### src/design/host_port_pkg.sv
package host_port_pkg;
  // pin indices within port B for the pins this front end owns
  localparam int          DATA_SEL_LO_BIT  = 6;
  localparam int          ADDR_LO_BIT      = 8;
  localparam int          RW_BIT           = 11;
  localparam int          STROBE_BIT       = 12;
  localparam int          CS_BIT           = 13;
  localparam int          REQ_BIT          = 14;
  localparam int          ACK_BIT          = 15;
  localparam int          PIN_COUNT        = 10;
  // request-mode select encodings
  localparam logic        REQ_MODE_SINGLE  = 1'h0;
  localparam logic        REQ_MODE_SPLIT   = 1'h1;
  // bus mode encodings
  localparam logic        BUS_SINGLE       = 1'h0;
  localparam logic        BUS_DOUBLE       = 1'h1;
  // reset values
  localparam logic [9:0]  PIN_OUT_RESET    = 10'h000;
  localparam logic [2:0]  ADDR_RESET       = 3'h0;
  localparam logic [1:0]  DSEL_RESET       = 2'h0;
  // synchroniser depth
  localparam int          SYNC_STAGES      = 2;

  typedef enum logic [1:0] {
    IDLE_ST   = 2'b00,
    ACCESS_ST = 2'b01,
    DONE_ST   = 2'b10
  } access_state_type;
endpackage : host_port_pkg

### src/design/host_port_pin_front_end.sv
// How it works
// - the three register-address pins are captured to select the target register of an access.
// - the two lowest owned pins (port B 6 and 7) are captured as data select with the address and passed with each access.
// - during reset all host pins are released and their inputs ignored.
// - a pin whose host function is off behaves as a plain port-B I/O bit.
// - in single-strobe mode the read/write pin gives the transfer direction.
// - in single-strobe mode a transfer happens only on data strobe with chip select.
// - in double-strobe mode the read/write pin is a read strobe.
// - in double-strobe mode the data-strobe pin is a write strobe.
// - no transfer happens unless chip select is asserted.
// - with request mode 0 one open-drain pin requests service.
// - with request mode 1 that pin becomes the transmit request.
// - with request mode 1 the acknowledge pin becomes the receive request.
`timescale 1ns/1ns
module host_port_pin_front_end (
  input  wire logic        ref_clk,
  input  wire logic        rst,
  input  wire logic        clkEn,
  input  wire logic [9:0]  hostFuncSel,
  input  wire logic        busModeDouble,
  input  wire logic        request_mode_select,
  input  wire logic        serviceReq,
  input  wire logic        transmitReq,
  input  wire logic        receiveReq,
  input  wire logic [9:0]  gpioOut,
  input  wire logic [9:0]  gpioDir,
  input  wire logic [9:0]  pinIn,
  output logic      [9:0]  pinOut,
  output logic      [9:0]  pinOe_n,
  output logic      [9:0]  gpioIn,
  output logic      [2:0]  regAddr,
  output logic      [1:0]  dataSel,
  output logic             readPulse,
  output logic             writePulse,
  output logic             ackSeen
);
  // pin map (index into the ten owned pins, port B 6..15)
  localparam int P_RW  = host_port_pkg::RW_BIT - host_port_pkg::DATA_SEL_LO_BIT;
  localparam int P_STB = host_port_pkg::STROBE_BIT - host_port_pkg::DATA_SEL_LO_BIT;
  localparam int P_CS  = host_port_pkg::CS_BIT - host_port_pkg::DATA_SEL_LO_BIT;
  localparam int P_REQ = host_port_pkg::REQ_BIT - host_port_pkg::DATA_SEL_LO_BIT;
  localparam int P_ACK = host_port_pkg::ACK_BIT - host_port_pkg::DATA_SEL_LO_BIT;
  localparam int P_AD  = host_port_pkg::ADDR_LO_BIT - host_port_pkg::DATA_SEL_LO_BIT;

  typedef struct packed {
    logic [1:0]                    syncRw;
    logic [1:0]                    syncStb;
    logic [1:0]                    syncCs;
    logic                          rdPrev;
    logic                          wrPrev;
    host_port_pkg::access_state_type state;
    logic [9:0]                    pinOut;
    logic [9:0]                    pinOe_n;
    logic [9:0]                    gpioIn;
    logic [2:0]                    regAddr;
    logic [1:0]                    dataSel;
    logic                          readPulse;
    logic                          writePulse;
    logic                          ackSeen;
  } state_type;

  state_type st_reg;
  state_type st_next;

  logic rdLevel;
  logic wrLevel;
  logic hostRw;
  logic hostStb;
  logic hostCs;
  logic rdRise;
  logic wrRise;

  // decode strobes from the second synchroniser stage only, so metastability stays in stage one
  always_comb begin
    hostRw  = st_reg.syncRw[1];
    hostStb = st_reg.syncStb[1];
    hostCs  = st_reg.syncCs[1];
    if (busModeDouble == host_port_pkg::BUS_DOUBLE) begin
      rdLevel = hostCs && hostRw;
      wrLevel = hostCs && hostStb;
    end else begin
      rdLevel = hostCs && hostStb && hostRw;
      wrLevel = hostCs && hostStb && !hostRw;
    end
    rdRise = rdLevel && !st_reg.rdPrev;
    wrRise = wrLevel && !st_reg.wrPrev;
  end

  // next-state: synchronisers, access tracking, pin muxing
  always_comb begin
    st_next = st_reg;
    st_next.syncRw  = {st_reg.syncRw[0],  pinIn[P_RW]  && hostFuncSel[P_RW]};
    st_next.syncStb = {st_reg.syncStb[0], pinIn[P_STB] && hostFuncSel[P_STB]};
    st_next.syncCs  = {st_reg.syncCs[0],  pinIn[P_CS]  && hostFuncSel[P_CS]};
    st_next.rdPrev     = rdLevel;
    st_next.wrPrev     = wrLevel;
    st_next.readPulse  = 1'b0;
    st_next.writePulse = 1'b0;
    case (st_reg.state)
      host_port_pkg::IDLE_ST: begin
        if (rdRise || wrRise) begin
          // address and data select are held stable by the host around the strobe
          st_next.regAddr    = pinIn[P_AD +: 3];
          st_next.dataSel    = pinIn[1:0];
          st_next.readPulse  = rdRise;
          st_next.writePulse = wrRise && !rdRise;
          st_next.state      = host_port_pkg::ACCESS_ST;
        end
      end
      host_port_pkg::ACCESS_ST: begin
        // one pulse per strobe; wait for release before the next access
        if (!rdLevel && !wrLevel) begin
          st_next.state = host_port_pkg::DONE_ST;
        end
      end
      host_port_pkg::DONE_ST: begin
        st_next.state = host_port_pkg::IDLE_ST;
      end
      default: begin
        st_next.state = host_port_pkg::IDLE_ST;
      end
    endcase
    // general-purpose pins: driven per direction bit and read back, only while the host function is off
    for (int i = 0; i < host_port_pkg::PIN_COUNT; i++) begin
      st_next.gpioIn[i]  = hostFuncSel[i] ? 1'b0 : pinIn[i];
      st_next.pinOut[i]  = gpioOut[i];
      st_next.pinOe_n[i] = hostFuncSel[i] ? 1'b1 : !gpioDir[i];
    end
    // request pins: pull low only while the request is up
    if (hostFuncSel[P_REQ]) begin
      st_next.pinOut[P_REQ]  = 1'b0;
      if (request_mode_select == host_port_pkg::REQ_MODE_SINGLE) begin
        st_next.pinOe_n[P_REQ] = !serviceReq;
      end else begin
        st_next.pinOe_n[P_REQ] = !transmitReq;
      end
    end
    if (hostFuncSel[P_ACK]) begin
      st_next.pinOut[P_ACK] = 1'b0;
      if (request_mode_select == host_port_pkg::REQ_MODE_SPLIT) begin
        st_next.pinOe_n[P_ACK] = !receiveReq;
        st_next.ackSeen        = 1'b0;
      end else begin
        st_next.pinOe_n[P_ACK] = 1'b1;
        st_next.ackSeen        = !pinIn[P_ACK];
      end
    end else begin
      st_next.ackSeen = 1'b0;
    end
  end

  // single register for all state; reset isolates every pin
  always_ff @(posedge ref_clk) begin
    if (rst) begin
      st_reg.syncRw     <= 2'h0;
      st_reg.syncStb    <= 2'h0;
      st_reg.syncCs     <= 2'h0;
      st_reg.rdPrev     <= 1'b0;
      st_reg.wrPrev     <= 1'b0;
      st_reg.state      <= host_port_pkg::IDLE_ST;
      st_reg.pinOut     <= host_port_pkg::PIN_OUT_RESET;
      st_reg.pinOe_n    <= 10'h3FF;
      st_reg.gpioIn     <= 10'h000;
      st_reg.regAddr    <= host_port_pkg::ADDR_RESET;
      st_reg.dataSel    <= host_port_pkg::DSEL_RESET;
      st_reg.readPulse  <= 1'b0;
      st_reg.writePulse <= 1'b0;
      st_reg.ackSeen    <= 1'b0;
    end else if (clkEn) begin
      st_reg <= st_next;
    end
  end

  assign pinOut     = st_reg.pinOut;
  assign pinOe_n    = st_reg.pinOe_n;
  assign gpioIn     = st_reg.gpioIn;
  assign regAddr    = st_reg.regAddr;
  assign dataSel    = st_reg.dataSel;
  assign readPulse  = st_reg.readPulse;
  assign writePulse = st_reg.writePulse;
  assign ackSeen    = st_reg.ackSeen;

  // checks
  reset_isolate_a: assert property (@(posedge ref_clk) $past(rst) |-> pinOe_n == 10'h3FF)
    else $error("pins driven after reset");
  no_cs_access_a: assert property (@(posedge ref_clk) disable iff (rst)
    (!st_reg.syncCs[1] && clkEn) |=> !readPulse && !writePulse)
    else $error("access without chip select");
  single_strobe_a: assert property (@(posedge ref_clk) disable iff (rst)
    (busModeDouble == 1'b0 && !st_reg.syncStb[1] && clkEn) |=> !writePulse && !readPulse)
    else $error("single-strobe access without data strobe");
  req_pull_a: assert property (@(posedge ref_clk) disable iff (rst)
    (clkEn && hostFuncSel[P_REQ] && !request_mode_select) |=> pinOe_n[P_REQ] == !$past(serviceReq))
    else $error("service request pin wrong");
  tx_req_a: assert property (@(posedge ref_clk) disable iff (rst)
    (clkEn && hostFuncSel[P_REQ] && request_mode_select) |=> pinOe_n[P_REQ] == !$past(transmitReq))
    else $error("transmit request pin wrong");
  rx_req_a: assert property (@(posedge ref_clk) disable iff (rst)
    (clkEn && hostFuncSel[P_ACK] && request_mode_select) |=> pinOe_n[P_ACK] == !$past(receiveReq))
    else $error("receive request pin wrong");
  // a frozen clock keeps the old pin value, so only judge after an enabled edge
  od_low_a: assert property (@(posedge ref_clk) disable iff (rst)
    (hostFuncSel[P_REQ] && $past(hostFuncSel[P_REQ]) && $past(clkEn) && !pinOe_n[P_REQ])
    |-> !pinOut[P_REQ])
    else $error("request pin drives high");
  gpio_dir_a: assert property (@(posedge ref_clk) disable iff (rst)
    (clkEn && !hostFuncSel[0]) |=> pinOe_n[0] == !$past(gpioDir[0]))
    else $error("gpio direction wrong");
  sync_delay_a: assert property (@(posedge ref_clk) disable iff (rst)
    (clkEn && !hostFuncSel[P_CS]) ##1 clkEn ##1 clkEn |-> !st_reg.syncCs[1])
    else $error("chip select passed without sync");
  // one access never raises both pulses, so the register side sees one direction
  pulse_excl_a: assert property (@(posedge ref_clk) disable iff (rst)
    !(readPulse && writePulse))
    else $error("read and write pulse together");
  // the captured selection only moves with an access pulse
  addr_hold_a: assert property (@(posedge ref_clk) disable iff (rst)
    (!readPulse && !writePulse && !$past(rst))
    |-> $stable(regAddr) && $stable(dataSel))
    else $error("register select moved without access");
  // main scenarios
  read_cov: cover property (@(posedge ref_clk) readPulse);
  write_cov: cover property (@(posedge ref_clk) writePulse);
  double_write_cov: cover property (@(posedge ref_clk) busModeDouble && writePulse);
  split_req_cov: cover property (@(posedge ref_clk) request_mode_select && !pinOe_n[P_ACK]);
  ack_cov: cover property (@(posedge ref_clk) ackSeen);
endmodule : host_port_pin_front_end

### config.mk
export PLATFORM = sky130hd
export DESIGN_NAME = host_port_pin_front_end
export DESIGN_NICKNAME = d
export VERILOG_FILES = /design/src/design/host_port_pkg.sv /design/src/design/host_port_pin_front_end.sv
export SDC_FILE = /design/constraint.sdc
export NUM_CORES = 1
export LEC_CHECK = 0
export ABC_CLOCK_PERIOD_IN_PS = 2700
export BUFFER_PORTS_ARGS = -buffer_cell sky130_fd_sc_hd__buf_2
export CAP_MARGIN = 25
export CELL_PAD_IN_SITES_DETAIL_PLACEMENT = 1
export CELL_PAD_IN_SITES_GLOBAL_PLACEMENT = 2
export CORE_MARGIN = 4
export CORE_UTILIZATION = 30
export DETAILED_ROUTE_END_ITERATION = 16
export GPL_TIMING_DRIVEN = 1
export PLACE_DENSITY = 0.84
export SYNTH_ARGS = -nofsm -noshare
export SYNTH_HDL_FRONTEND = slang
export SYNTH_SLANG_ARGS = --single-unit
export TNS_END_PERCENT = 5
### constraint.sdc
create_clock -name ref_clk -period 2.7 [get_ports ref_clk]
set_clock_uncertainty 0.2 [all_clocks]
set_input_delay 0.405 -clock ref_clk [delete_from_list [all_inputs] [get_ports ref_clk]]
set_output_delay 0.405 -clock ref_clk [all_outputs]
set_load 0.02 [all_outputs]
==> run metrics <==
# port buffers=85; Routed met2 length=2404 um; CTS Hold Bufs=0; main combinational cell family by area after synthesis=simple AND/OR/NAND/NOR gates; met3 WL=roughly 440 um; synth warn=0; sequential-to-total area share from yosys stat=0.4303; total vias in the final route=1819; site row count=31; post-route setup slack=approximately 0.99 ns; CP arrival=1.73 ns; largest net degree at the start of global routing=42; flops & latches, synth=48; syn_area_per_cell=8.934 um2; Power per Cell Area=571.6 nW/um2; area of the mapped netlist=2233 um2; worst hold path class=input port to register; Clk Latency, worst-skew pair=approximately 0.30 ns; crit end category=register; # DRC=0; Final Hold Viols=0; count leader, synth=dfxtp_1; dpl hpwl=3856 um; num ports=between 80 and 90; Slew HR=0.5976; Max Fclk=586.1 MHz; worst vdd ir=0.1994 mV; Finished Layout Cells=396; Mapped Cells=250; CTS root buf=clkbuf_8; post-synthesis compound-gate area fraction=0.1221; fin crit share=0.6319; Setup TNS Final=0 ns; die height=approximately 94 um; TritonCTS clock tree=yes; post-CTS sizing=0; worst path required time=2.73 ns; Finished Core Util=0.3567; status=complete, no violations; DR pass1 iterations=4; die width=94.28 um; DRT met1 WL=2314 um; Iteration-0 DRC Markers=63; cell taking the most area after synthesis=dfxtp_1; Clock Pin Slew Worst Setup and Hold Paths=around 0.090 ns; min Tclk post-route=1.706 ns; Setup CP Type=input port to register; GPL Wtd Cong=0.7448; Synth Area in Adders=0; CTS buffer count=5; nets=around 340; clock group share of total power=0.382; leak pwr=1.094 nW; Synth Area in XOR/XNOR=0; ys flop type=dfxtp_1; Initial Utilization=0.3079; core area=7253 um2; Worst Max-Slew Pin Slew=approximately 0.60 ns; synth top area cells=dfxtp_1 (43%), buf_4 (12%), nand3b_1 (7.4%), mux2i_1 (6.3%), a21oi_1 (6.1%); Int Power=approximately 0.0011 W; unrepaired setup endpoints after global routing=no; share of cells above drive strength 1=0.3333; max-cap violation count=0; biggest regs=gpioIn x10, pinOe_n x10, pinOut x10; synth cell count leaders=dfxtp_1 (48), buf_4 (35), a21oi_1 (27); postcts setup bufs=0; CTS sink cnt=48; Seq pwr share=0.503; placed cell count=388; number of flops mapped to enable cells by yosys=0; # H-tree levels=2; die area=8889 um2; Max Slew Vio Count=0; Vias/cell=4.593; initial antenna violation count=0; DR WL/cell=roughly 13 um; overflow left after global routing=0; Max Root-Sink Buffers=2; area grow syn2layout=15.85%; fraction of registers with async set/reset=0; Setup Viol. Count Final=0; share of the synthesized area in the top cell type=0.4303; Comb power frac=0.115; highest routed layer=met4; Synth Area in Simple Gates=0.2291; worst-path fanout max=41; Post-Syn Nets=298; number of global-route vias before repair=1920; Critical Path Start Type=input port; Total GRT Usage=0.1199; Routed Antenna Nets=0; Switching Fraction=0.2355; wirelength, routed=about 5200 um; number of distinct library cells after synthesis=32; post-place setup slack=0.6735 ns; Antenna Cells=0; first-pass GRT wire length=~8600 um; mux share of post-synthesis cell area=0.06275; Switch Pwr=0.0003483 W
power by group through the flow:
stage / combinational [W] / clock, W / sequential, W
floorplan: 0.000128 / 0 / 0.000757
global placement: 0.000170 / 0 / 0.000759
detailed placement: 0.000173 / 0 / 0.000760
CTS: 0.000173 / 0.000587 / 0.000744
global route: 0.000188 / 0.000615 / 0.000748
finish: 0.000170 / 0.000565 / 0.000744
layer usage:
layer / GRT usage / vias to the layer above
met5: 0 / -
met4: 0.02527 / 0
met1: 0.1454 / 848
met3: 0.04567 / 4
li1: - / 910
met2: 0.2015 / 57
cell type report:
class,count,area (um2)
Fill cell,910,4666
Sequential cell,48,960.9
Multi-Input combinational cell,151,924.6
Timing Repair Buffer,87,440.4
Tap cell,99,123.9
Clock buffer,7,96.34
Clock inverter,1,30.03
Inverter,3,11.26
kinds of logic (layout without fill, tap and decap cells):
logic type             Yosys count  after routing
AND/OR/NAND/NOR                 88             88
buffers and inverters           51             98
AO/OA/AOI/OAI                   49             49
flip-flops                      48             48
multiplexers                    14             14
final timing paths:
| kind | depth (start not counted) | endpoint | slack (ns) | start |
|---|---|---|---|---|
| max | 4 | st_next[45] | 0.99 | clkEn |
| min | 3 | pinOut[2] | 0.14 | gpioOut[2] |
| min reg2reg | 2 | gpioIn[0] | 0.27 | gpioIn[0] |
| max reg2reg | 4 | writePulse | 1.17 | st_reg[39] |
critical path: stages:
cell and delay, ns:
buf_2 0.48, buf_4 0.48, nand3_1 0.17, a21oi_1 0.18
through the flow:
stage / total power (W) / cell area [um2] / hold WS, ns
3_5_place_dp: 0.0009332 / 2461 / 0.2576
6_report: 0.001479 / 2587 / 0.1380
4_1_cts: 0.001505 / 2587 / 0.1339
2_1_floorplan: 0.0008858 / 2233 / 0.2429
5_1_grt: 0.001551 / 2587 / 0.1360
3_3_place_gp: 0.0009293 / 2461 / 0.2506
cells in the final DEF (no fill, tap or decap), drive strengths merged:
| master | instances |
|---|---|
| o211ai | 1 |
| nand3 | 11 |
| and3 | 1 |
| or4 | 1 |
| nor3 | 1 |
| nand3b | 22 |
| nand2b | 21 |
| nand2 | 10 |
| o31ai | 1 |
| buf | 87 |
| a21oi | 27 |
| nor2b | 1 |
| inv | 2 |
| nor3b | 2 |
| o2111ai | 2 |
| nand4 | 1 |
| dfxtp | 48 |
| o211a | 1 |
| a22oi | 1 |
| a31oi | 2 |
| or2b | 1 |
| nor2 | 15 |
| and2b | 1 |
| mux2i | 14 |
| o21ai | 14 |
| clkbuf | 7 |
| bufinv | 1 |
| clkinv | 1 |
Power figures use the tool's default switching activity.
